File: src/common/dfc_pkg.sv
/*
 * Constants for the feature configuration register bank: offsets, reset
 * values, write masks, field positions and decoded figures.
 * Assumes byte-wide registers on a byte-addressed host control port.
 */
package dfc_pkg;

	// ****************************************
	// Register offsets
	// ****************************************
	localparam logic [7:0] DET_ADDR = 8'h20;
	localparam logic [7:0] LIM_ADDR = 8'h23;
	localparam logic [7:0] GAIN_ADDR = 8'h24;
	localparam logic [7:0] CAP_ADDR = 8'h2b;
	localparam logic [7:0] MIX_ADDR = 8'h2c;
	localparam logic [7:0] PROT_ADDR = 8'h2d;

	// ****************************************
	// Reset values
	// ****************************************
	localparam logic [7:0] DET_RST = 8'h00;
	localparam logic [7:0] LIM_RST = 8'h00;
	localparam logic [7:0] GAIN_RST = 8'h00;
	localparam logic [7:0] CAP_RST = 8'h00;
	localparam logic [7:0] MIX_RST = 8'h00;
	localparam logic [7:0] PROT_RST = 8'h00;
	localparam logic [7:0] UNMAPPED_READ = 8'h00;

	// ****************************************
	// Writable bits
	// ****************************************
	localparam logic [7:0] DET_WMASK = 8'hfc;
	localparam logic [7:0] LIM_WMASK = 8'hf0;
	localparam logic [7:0] GAIN_WMASK = 8'hff;
	localparam logic [7:0] CAP_WMASK = 8'hfc;
	localparam logic [7:0] MIX_WMASK = 8'hf0;
	localparam logic [7:0] PROT_WMASK = 8'hff;

	// ****************************************
	// Field positions
	// ****************************************
	localparam int DET_CLK_LSB = 6;
	localparam int DET_RATE_LSB = 4;
	localparam int DET_PH1_BIT = 2;
	localparam int LIM_SRC_LSB = 6;
	localparam int LIM_TGT_LSB = 4;
	localparam int GAIN_AGC_MSB = 7;
	localparam int GAIN_DRC_MSB = 3;
	localparam int CAP_EN_BIT = 7;
	localparam int CAP_ATTN_LSB = 4;
	localparam int CAP_SRC_BIT = 3;
	localparam int CAP_REL_BIT = 2;
	localparam int MIX_PORT_BIT = 7;
	localparam int MIX_SIDE_BIT = 6;
	localparam int MIX_REC_BIT = 5;
	localparam int MIX_LOOP_BIT = 4;
	localparam int PROT_DIST_BIT = 7;
	localparam int PROT_BOP_BIT = 6;
	localparam int PROT_THERM_BIT = 5;
	localparam int PROT_DRC_BIT = 4;
	localparam int PROT_GEN1_BIT = 3;
	localparam int PROT_GEN2_BIT = 2;
	localparam int PROT_MON_BIT = 1;
	localparam int PROT_BRWN_BIT = 0;

	// ****************************************
	// Decoded figures
	// ****************************************
	// External clock rates in kHz: 24.576, 6.144, 12.288, 18.432 MHz
	localparam logic [14:0] RATE0_KHZ = 15'h6000;
	localparam logic [14:0] RATE1_KHZ = 15'h1800;
	localparam logic [14:0] RATE2_KHZ = 15'h3000;
	localparam logic [14:0] RATE3_KHZ = 15'h4800;
	localparam logic [5:0] ATTN_STEP_DB = 6'h06;

	// Two-bit code to one-hot
	function automatic logic [3:0] dfc_onehot4(input logic [1:0] sel);
		dfc_onehot4 = 4'h1 << sel;
	endfunction

endpackage

File: src/common/dfc_cfg_if.sv
/*
 * Carries the six stored configuration bytes from the register bank to
 * the field decoder. Assumes both ends share clk_sys.
 */
`timescale 1ns/1ps
interface dfc_cfg_if;
	logic [7:0] det;
	logic [7:0] lim;
	logic [7:0] gain;
	logic [7:0] cap;
	logic [7:0] mix;
	logic [7:0] prot;
	modport regs(output det, lim, gain, cap, mix, prot);
	modport dec(input det, lim, gain, cap, mix, prot);
endinterface

File: src/rtl/dfc_decode.sv
/*
 * Registered decode of the stored configuration into one-hot selects,
 * clock rate, attenuation in dB and gated enables.
 * Assumes the bank drives the interface from flip-flops on clk_sys.
 */
`timescale 1ns/1ps
module dfc_decode (
	// Clock and reset
	input wire logic clk_sys,
	input wire logic reset_n,
	// Stored configuration
	dfc_cfg_if.dec cfg,
	// Decoded outputs
	output logic [3:0] det_clk_onehot,
	output logic [14:0] det_ext_rate_khz,
	output logic [3:0] lim_src_onehot,
	output logic lim_apply_a,
	output logic lim_apply_b,
	output logic [5:0] cap_attn_db,
	output logic cap_may_release,
	output logic [3:0] range_comp_active
);

	typedef struct packed {
		logic [3:0] clk_oh;
		logic [14:0] rate;
		logic [3:0] src_oh;
		logic app_a;
		logic app_b;
		logic [5:0] attn;
		logic rel;
		logic [3:0] comp;
	} dfc_dec_t;

	dfc_dec_t dec_r;
	dfc_dec_t dec_nxt;
	logic [1:0] tgt;

	// ****************************************
	// Decode
	// ****************************************
	assign tgt = cfg.lim[dfc_pkg::LIM_TGT_LSB +: 2];

	always_comb begin
		dec_nxt = dec_r;
		dec_nxt.clk_oh = dfc_pkg::dfc_onehot4(cfg.det[dfc_pkg::DET_CLK_LSB +: 2]);
		case (cfg.det[dfc_pkg::DET_RATE_LSB +: 2])
			2'h0: dec_nxt.rate = dfc_pkg::RATE0_KHZ;
			2'h1: dec_nxt.rate = dfc_pkg::RATE1_KHZ;
			2'h2: dec_nxt.rate = dfc_pkg::RATE2_KHZ;
			default: dec_nxt.rate = dfc_pkg::RATE3_KHZ;
		endcase
		dec_nxt.src_oh = dfc_pkg::dfc_onehot4(cfg.lim[dfc_pkg::LIM_SRC_LSB +: 2]);
		dec_nxt.app_a = (tgt == 2'h0) || (tgt == 2'h2);
		dec_nxt.app_b = (tgt == 2'h0) || (tgt == 2'h1);
		dec_nxt.attn = 6'(6'(cfg.cap[dfc_pkg::CAP_ATTN_LSB +: 3]) * dfc_pkg::ATTN_STEP_DB);
		dec_nxt.rel = cfg.cap[dfc_pkg::CAP_EN_BIT] & cfg.cap[dfc_pkg::CAP_REL_BIT];
		for (int i = 0; i < 4; i++) begin
			dec_nxt.comp[i] = cfg.prot[dfc_pkg::PROT_DRC_BIT] & cfg.gain[dfc_pkg::GAIN_DRC_MSB - i];
		end
	end

	always_ff @(posedge clk_sys or negedge reset_n) begin
		if (!reset_n) begin
			dec_r <= '{clk_oh: 4'h1, rate: dfc_pkg::RATE0_KHZ, src_oh: 4'h1, app_a: 1'b1,
				app_b: 1'b1, attn: 6'h00, rel: 1'b0, comp: 4'h0};
		end else begin
			dec_r <= dec_nxt;
		end
	end

	assign det_clk_onehot = dec_r.clk_oh;
	assign det_ext_rate_khz = dec_r.rate;
	assign lim_src_onehot = dec_r.src_oh;
	assign lim_apply_a = dec_r.app_a;
	assign lim_apply_b = dec_r.app_b;
	assign cap_attn_db = dec_r.attn;
	assign cap_may_release = dec_r.rel;
	assign range_comp_active = dec_r.comp;
endmodule

File: src/rtl/dfc_regs.sv
/*
 * Byte-wide feature configuration register bank on the host control port,
 * with raw field outputs and a registered field decoder.
 * Assumes host port signals are synchronous to clk_sys.
 */
`timescale 1ns/1ps
module dfc_regs #(
	parameter int ADDR_W = 8
) (
	// Clock and reset
	input wire logic clk_sys,
	input wire logic reset_n,
	// Host control port
	input wire logic [ADDR_W-1:0] host_addr,
	input wire logic host_wr_en,
	input wire logic [7:0] host_wr_data,
	input wire logic host_rd_en,
	output logic [7:0] host_rd_data,
	output logic host_rd_valid,
	// Activity detector clocking
	output logic [1:0] detector_clock_select,
	output logic [1:0] detector_ext_clock_rate,
	output logic detector_phase_one_enable,
	// Limiter routing
	output logic [1:0] limiter_source_select,
	output logic [1:0] limiter_target_select,
	// Per-channel enables, index 0 is channel 1
	output logic [3:0] auto_gain_chan_enable,
	output logic [3:0] range_comp_chan_enable,
	// Battery power cap
	output logic power_cap_enable,
	output logic [2:0] power_cap_attenuation,
	output logic power_cap_source,
	output logic power_cap_release,
	// Mixers
	output logic playback_port_mix_enable,
	output logic side_chain_mix_enable,
	output logic record_chan_mix_enable,
	output logic loopback_mix_enable,
	// Protection and generators
	output logic distortion_limit_enable,
	output logic brownout_protect_enable,
	output logic thermal_foldback_enable,
	output logic range_comp_enable,
	output logic [1:0] tone_gen_enable,
	output logic monitor_source_select,
	output logic brownout_shutdown_enable,
	// Decoded views
	output logic [3:0] det_clk_onehot,
	output logic [14:0] det_ext_rate_khz,
	output logic [3:0] lim_src_onehot,
	output logic lim_apply_a,
	output logic lim_apply_b,
	output logic [5:0] cap_attn_db,
	output logic cap_may_release,
	output logic [3:0] range_comp_active
);

	// ****************************************
	// State
	// ****************************************
	typedef struct packed {
		logic [7:0] det;
		logic [7:0] lim;
		logic [7:0] gain;
		logic [7:0] cap;
		logic [7:0] mix;
		logic [7:0] prot;
		logic [7:0] rd_data;
		logic rd_valid;
	} dfc_state_t;

	localparam dfc_state_t STATE_RST = '{
		det: dfc_pkg::DET_RST,
		lim: dfc_pkg::LIM_RST,
		gain: dfc_pkg::GAIN_RST,
		cap: dfc_pkg::CAP_RST,
		mix: dfc_pkg::MIX_RST,
		prot: dfc_pkg::PROT_RST,
		rd_data: dfc_pkg::UNMAPPED_READ,
		rd_valid: 1'b0
	};

	dfc_state_t state_r;
	dfc_state_t state_nxt;
	logic [7:0] addr8;

	// ****************************************
	// Parameter check
	// ****************************************
	generate
		if (ADDR_W < 6 || ADDR_W > 8) begin : g_bad_addr
			$error("ADDR_W must lie between 6 and 8");
		end
	endgenerate

	assign addr8 = 8'(host_addr);

	// ****************************************
	// Read decode
	// ****************************************
	function automatic logic [7:0] read_byte(input dfc_state_t s, input logic [7:0] a);
		case (a)
			dfc_pkg::DET_ADDR: read_byte = s.det;
			dfc_pkg::LIM_ADDR: read_byte = s.lim;
			dfc_pkg::GAIN_ADDR: read_byte = s.gain;
			dfc_pkg::CAP_ADDR: read_byte = s.cap;
			dfc_pkg::MIX_ADDR: read_byte = s.mix;
			dfc_pkg::PROT_ADDR: read_byte = s.prot;
			default: read_byte = dfc_pkg::UNMAPPED_READ;
		endcase
	endfunction

	// ****************************************
	// Next state
	// ****************************************
	always_comb begin
		state_nxt = state_r;
		state_nxt.rd_valid = host_rd_en;
		if (host_rd_en) begin
			state_nxt.rd_data = read_byte(state_r, addr8);
		end
		if (host_wr_en) begin
			case (addr8)
				dfc_pkg::DET_ADDR: begin
					state_nxt.det = host_wr_data & dfc_pkg::DET_WMASK;
				end
				dfc_pkg::LIM_ADDR: begin
					state_nxt.lim = host_wr_data & dfc_pkg::LIM_WMASK;
				end
				dfc_pkg::GAIN_ADDR: begin
					state_nxt.gain = host_wr_data & dfc_pkg::GAIN_WMASK;
				end
				dfc_pkg::CAP_ADDR: begin
					state_nxt.cap = host_wr_data & dfc_pkg::CAP_WMASK;
				end
				dfc_pkg::MIX_ADDR: begin
					state_nxt.mix = host_wr_data & dfc_pkg::MIX_WMASK;
				end
				dfc_pkg::PROT_ADDR: begin
					state_nxt.prot = host_wr_data & dfc_pkg::PROT_WMASK;
				end
				default: begin
				end
			endcase
		end
	end

	always_ff @(posedge clk_sys or negedge reset_n) begin
		if (!reset_n) begin
			state_r <= STATE_RST;
		end else begin
			state_r <= state_nxt;
		end
	end

	assign host_rd_data = state_r.rd_data;
	assign host_rd_valid = state_r.rd_valid;

	// ****************************************
	// Raw field outputs
	// ****************************************
	assign detector_clock_select = state_r.det[dfc_pkg::DET_CLK_LSB +: 2];
	assign detector_ext_clock_rate = state_r.det[dfc_pkg::DET_RATE_LSB +: 2];
	assign detector_phase_one_enable = state_r.det[dfc_pkg::DET_PH1_BIT];
	assign limiter_source_select = state_r.lim[dfc_pkg::LIM_SRC_LSB +: 2];
	assign limiter_target_select = state_r.lim[dfc_pkg::LIM_TGT_LSB +: 2];

	// Channel 1 sits in the highest bit of each nibble
	generate
		for (genvar i = 0; i < 4; i++) begin : g_chan
			assign auto_gain_chan_enable[i] = state_r.gain[dfc_pkg::GAIN_AGC_MSB - i];
			assign range_comp_chan_enable[i] = state_r.gain[dfc_pkg::GAIN_DRC_MSB - i];
		end
	endgenerate

	assign power_cap_enable = state_r.cap[dfc_pkg::CAP_EN_BIT];
	assign power_cap_attenuation = state_r.cap[dfc_pkg::CAP_ATTN_LSB +: 3];
	assign power_cap_source = state_r.cap[dfc_pkg::CAP_SRC_BIT];
	assign power_cap_release = state_r.cap[dfc_pkg::CAP_REL_BIT];
	assign playback_port_mix_enable = state_r.mix[dfc_pkg::MIX_PORT_BIT];
	assign side_chain_mix_enable = state_r.mix[dfc_pkg::MIX_SIDE_BIT];
	assign record_chan_mix_enable = state_r.mix[dfc_pkg::MIX_REC_BIT];
	assign loopback_mix_enable = state_r.mix[dfc_pkg::MIX_LOOP_BIT];
	assign distortion_limit_enable = state_r.prot[dfc_pkg::PROT_DIST_BIT];
	assign brownout_protect_enable = state_r.prot[dfc_pkg::PROT_BOP_BIT];
	assign thermal_foldback_enable = state_r.prot[dfc_pkg::PROT_THERM_BIT];
	assign range_comp_enable = state_r.prot[dfc_pkg::PROT_DRC_BIT];
	assign tone_gen_enable[0] = state_r.prot[dfc_pkg::PROT_GEN1_BIT];
	assign tone_gen_enable[1] = state_r.prot[dfc_pkg::PROT_GEN2_BIT];
	assign monitor_source_select = state_r.prot[dfc_pkg::PROT_MON_BIT];
	assign brownout_shutdown_enable = state_r.prot[dfc_pkg::PROT_BRWN_BIT];

	// ****************************************
	// Field decoder
	// ****************************************
	dfc_cfg_if cfg_bus();

	assign cfg_bus.det = state_r.det;
	assign cfg_bus.lim = state_r.lim;
	assign cfg_bus.gain = state_r.gain;
	assign cfg_bus.cap = state_r.cap;
	assign cfg_bus.mix = state_r.mix;
	assign cfg_bus.prot = state_r.prot;

	dfc_decode u_decode (
		.clk_sys(clk_sys),
		.reset_n(reset_n),
		.cfg(cfg_bus.dec),
		.det_clk_onehot(det_clk_onehot),
		.det_ext_rate_khz(det_ext_rate_khz),
		.lim_src_onehot(lim_src_onehot),
		.lim_apply_a(lim_apply_a),
		.lim_apply_b(lim_apply_b),
		.cap_attn_db(cap_attn_db),
		.cap_may_release(cap_may_release),
		.range_comp_active(range_comp_active)
	);
endmodule

File: config.mk
export PLATFORM = sky130hd
export DESIGN_NAME = dfc_regs
export DESIGN_NICKNAME = d
export VERILOG_FILES = /design/src/common/dfc_pkg.sv /design/src/common/dfc_cfg_if.sv /design/src/rtl/dfc_decode.sv /design/src/rtl/dfc_regs.sv
export SDC_FILE = /design/constraint.sdc
export NUM_CORES = 1
export LEC_CHECK = 0
export BUFFER_PORTS_ARGS = -buffer_cell sky130_fd_sc_hd__buf_4
export CAP_MARGIN = 20
export CORE_ASPECT_RATIO = 1.2
export CORE_MARGIN = 2
export CORE_UTILIZATION = 50
export DETAILED_ROUTE_END_ITERATION = 16
export MAX_ROUTING_LAYER = met4
export PLACE_DENSITY = 0.76
export RECOVER_POWER = 100
export SLEW_MARGIN = 20
export SYNTH_ARGS = -nofsm -noshare
export SYNTH_HDL_FRONTEND = slang
export SYNTH_SLANG_ARGS = --single-unit
File: constraint.sdc
create_clock -name clk_sys -period 3.68 [get_ports clk_sys]
set_input_delay 0.368 -clock clk_sys [delete_from_list [all_inputs] [get_ports clk_sys]]
set_output_delay 0.368 -clock clk_sys [all_outputs]
set_load 0.03 [all_outputs]
Word level (Yosys, flattened, before mapping)
Cells that the tools add are included.
{ "word_totals": {"register_bits": 80, "inputBits": 20, "output_inout_bits": 80, "wordCells": 46} }
{ "op_classes": {"multipliers": 1, "n_eq_ne": 10, "n_shift": 2, "muxes": 2, "bitwise": 5, "n_reduce_logical": 10} }
{ "op_table": {"columns": ["op", "count"], "rows": [
  ["8-bit by 6-bit equality test with 1-bit output, second input constant", 6],
  ["8-bit case mux with 6 select lines", 1],
  ["15-bit case mux with 3 select lines", 1],
  ["2-bit AND reduction", 6],
  ["1-bit by 2-bit << shifter with 4-bit output, first input constant", 2],
  ["1-bit AND", 5],
  ["3-bit by 2-bit multiplier with 5-bit output, second input constant", 1],
  ["2-bit by 1-bit equality test with 1-bit output, second input constant", 2],
  ["2-bit equality test, second input constant", 2],
  ["2-bit logical NOT", 2],
  ["1-bit logical OR", 2]
]} }

Depth between registers and ports, before layout
{ "depth": {"depth_word": 2, "depth_mapped": 5} }

Cells and area by module
A second synthesis with hierarchy kept.
{ "hier_totals": {"cells_unflattened": 236, "hier_area_um2": 3120.5} }
{ "modules_own_cells": {"columns": ["module", "instances", "cells_per_inst", "area_each_um2"], "rows": [
  ["dfc_regs", 1, 167, 2192.1],
  ["dfc_decode", 1, 69, 928.4]
]} }

Worst setup path before layout
No wires, ideal clock.
{ "synth_timing": {"path_kind": "in2reg", "startpoint": "input port host_addr[4]", "endpoint": "register state_r, in the netlist cfg_bus.det[2]", "setup_time_ps": 125, "arrival_ps": 1522, "path_slack_ps": 2033, "stages": 4, "cell_sequence": "nor4b_4 -> nor3b_4 -> nand3_1 -> mux2_2"} }
{ "synth_via": {"elab_chain_cells": 2} }
{ "synth_rtl": {"columns": ["item", "line_no", "rtl"], "rows": [
  ["from (decl)", "dfc_regs.sv:14", "input wire logic [ADDR_W-1:0] host_addr,"],
  ["8-bit by 6-bit equality test with 1-bit output", "dfc_regs.sv:124", "case (addr8)"],
  ["2-bit AND reduction (no line)", null, null],
  ["to (signal assigned)", "dfc_regs.sv:153", "state_r <= state_nxt;"],
  ["to (decl)", "dfc_regs.sv:84", "dfc_state_t state_r;"]
]} }
No other way between the ends.
A chain may end at the register's enable or synchronous reset.

Worst setup path after layout
{ "layout_timing": {"startpoint": "input port host_addr[4]", "endpoint": "register state_r, in the netlist cfg_bus.det[6]"} }
The elaborated chain is that of the path after synthesis.

==> flow_summary.yaml <==
finish:
  fin_nets: 341
  post_layout_nonfiller_instances: 399
  fill_cells: 528
  layout-drive-gt1-share: 0.2633
  final_area_um2: 3538
  insertedDiodeCount: 0
  utilization: 0.6161
  syn2layout_area_growth_pct: 18.03
clock_network:
  clockBufferDepth: 2
  h-tree-depth: 3
  ctsResizeCount: 0
  insertion_delay_ns: 0.35
  path_clk_slew_ns: 0.07
  cts_made_buffers: 9
  cts_tree: "done"
  cts_sinks: 69
  cts_post_setup_buffers_inserted: 0
  cts-root-buf: "clkbuf_8"
  cts_hold_buf: 0
power_and_ir_drop:
  irDropWorstVdd_uv: 316.6
  powerDensity_nw_per_um2: 446.4
  power_leakage_nw: 1.705
synth:
  synth_area_leader_cell: "dfrtp_1"
  ys_ff_latch: 69
  synth_common_cells: "dfrtp_1 (63), mux2_2 (42), buf_4 (17)"
  synth.area.mux_share: 0.1778
  synth_top_family_by_area: "multiplexers"
  synthMostInstantiatedCell: "dfrtp_1"
  synth-seq-area-share: 0.5785
  synth_flop_cell: "dfrtp_1"
  yosys.area_share.simple: 0.09975
  synth_area_um2: 2998
  synth_top_area_share: 0.5259
  yosysWarnings: 0
  synth_xor_area_frac: 0.002922
  synth.area.top_cells: "dfrtp_1 (53%), mux2_2 (16%), dfstp_2 (5.3%), buf_4 (4.3%), ha_1 (2.5%)"
  synth_cells: 226
  synth_edf_count: 0
  synth_compound_area_frac: 0.04549
  ys_async_sr_fraction: 1.000
  yosysUniqueCellTypes: 31
  post_synth_fa_ha_maj_area_fraction: 0.03172
  syn_area_per_cell_um2: 13.26
drt:
  vias_per_cell: 5.128
  drt_iter0_drc: 144
  wl_met2_um: 3441
  routed.top_layer: "met4"
  wl_met1_um: 2833
  finalWirelength_um: 6667
  firstDrtPassIters: 4
  route.detailed.drc: 0
  via_count: 2046
  wl_per_cell_um: 16.71
  ant_nets: 0
  met3WireLength_um: 317
run_status:
  violations: "capacitance limit, slew limit"
  outcome: "complete, but fails checks"
place:
  dp_hpwl_um: 4743
  place_area_um2: 3650
  io_buffers: 87
  gp_congestion: 0.8242
  place_inst: 383
sta:
  skew_ns: 0.009420
  setup_viol: 0
  tns_ns: 0
  fin_crit_sh: 0.6630
  finalCriticalPeriod_ns: 2.440
  rsz0062_at_grt: "no"
  tightest_slew_ns: 1.668
  relSlewSlack: -0.1117
  hold_viol_final: 0
  whs_ns: 0.2620
  max_freq_mhz: 409.9
  slew_violations: 70
floorplanning:
  num_io_pins: 100
  fp.dieW_um: 74.69
  die_h_um: 88.82
  core_area_um2: 5743
  start_util: 0.5220
  die-area_um2: 6634
  num_rows: 30
grt:
  grt_antenna_before_repair: 0
  grt_pass1_vias: 1977
  grt_pass1_wl_um: 10450
  grt_max_degree: 70
  grt_overflow: 0
  grt_util_all_layers: 0.2260
critical_path:
  critPathMaxFanout: 7
  cp-end-kind: "flip-flop"
  crit_path_start_kind: "input port"
  r2r_setup_slack_ns: 2.30
  worstPathArrival_ns: 2.66
  path_class: "input port to flip-flop"
  crit_required_ns: 3.90
hold_path:
  hold_class: "input port to flip-flop"
flow_run:
  cap_violations: 1
==> where the power goes <==
| group | total (mW) | switching (mW) | leakage, nW | internal (mW) |
|---|---|---|---|---|
| Combinational | 0.201 | 0.147 | 0.684 | 0.0543 |
| Clock | 0.558 | 0.280 | 0.0921 | 0.278 |
| Sequential | 0.819 | 0.0247 | 0.929 | 0.795 |
==> per-stage QoR <==
stage / power (mW) / worst slack (ns)
after floorplan: 0.9733 / 2.033
after global placement: 1.065 / 1.609
after detailed placement: 1.069 / 1.593
after CTS: 1.626 / 1.955
after global routing: 1.645 / 1.050
final: 1.579 / 1.240
==> worst max-delay path: stages <==
cell and delay (ns):
clkbuf_4 0.11, nor4b_1 0.84, nor3b_1 0.54, nand3_1 0.42, mux2_2 0.39
==> metal layers <==
metal,global-route usage,vias up
met5,-,-
met4,0.07143,0
met3,0.06150,5
met2,0.3411,66
met1,0.2984,1042
li1,-,933
==> registers in the layout (all words and copies together), names as in the netlist <==
signal	count
cfg_bus.cap	6
cfg_bus.prot	8
cfg_bus.mix	4
cfg_bus.det	6
u_decode.lim_apply_a	1
host_rd_data	8
u_decode.range_comp_active	4
u_decode.lim_src_onehot	4
u_decode.det_clk_onehot	4
host_rd_valid	1
u_decode.cap_may_release	1
u_decode.lim_apply_b	1
u_decode.cap_attn_db	5
cfg_bus.lim	4
u_decode.det_ext_rate_khz	4
cfg_bus.gain	8
==> kinds of logic after synthesis <==
kind of cell             after synthesis
XOR/XNOR                               1
buffers and inverters                 33
AND/OR/NAND/NOR                       50
other                                  1
multiplexers                          48
AO/OA/AOI/OAI                         17
adder cells (fa/ha/maj)                7
flip-flops                            69
==> final cells by class <==
type / instances / area [um^2] / area share
inverter: 12 / 45.04 / 0.01273
timing repair buffer: 87 / 391.6 / 0.1107
clock buffer: 12 / 155.1 / 0.04385
multi-input combinational: 135 / 1090 / 0.3080
sequential: 69 / 1734 / 0.4901
tap: 80 / 100.1 / 0.02829
clock inverter: 4 / 22.52 / 0.006365
==> placed cells by master, fill, tap and decap left out, drive strengths merged <==
cell type	synthesis	routed
mux2i	6	6
o22a	1	1
xnor2	1	1
nand2b	3	3
nor3b	1	1
o221ai	3	3
buf	17	16
nor4b	1	1
dfrtp	63	63
fa	1	1
ha	6	6
nor3	1	1
dfstp	6	6
conb	1	12
or2	2	2
a21oi	2	2
a2bb2oi	1	1
nor2	7	7
and3	3	3
clkbuf	4	83
nor2b	6	6
and2	7	7
a32o	1	1
mux2	42	42
and3b	1	1
inv	12	12
clkinvlp	0	1
nand4	1	1
nand3	9	9
nand2	8	8
a22oi	5	5
o2bb2ai	4	4
clkinv	0	3
==> path summary, 6_finish.rpt <==
| kind | start | to | cells past startpoint |
|---|---|---|---|
| min in group asynchronous | reset_n | u_decode.cap_attn_db[1]$_DFF_PN0_ | 1 |
| hold / removal | host_wr_data[1] | cfg_bus.gain[1]$_DFFE_PN0P_ | 2 |
| hold reg to reg | cfg_bus.lim[4]$_DFFE_PN0P_ | u_decode.lim_apply_a$_DFF_PN1_ | 1 |
| setup / recovery | host_addr[4] | cfg_bus.det[6]$_DFFE_PN0P_ | 5 |
| max in group asynchronous | reset_n | cfg_bus.mix[6]$_DFFE_PN0P_ | 1 |
| setup reg to reg | cfg_bus.cap[6]$_DFFE_PN0P_ | host_rd_data[6]$_DFFE_PN0P_ | 4 |
Power figures use the tool's default switching activity.
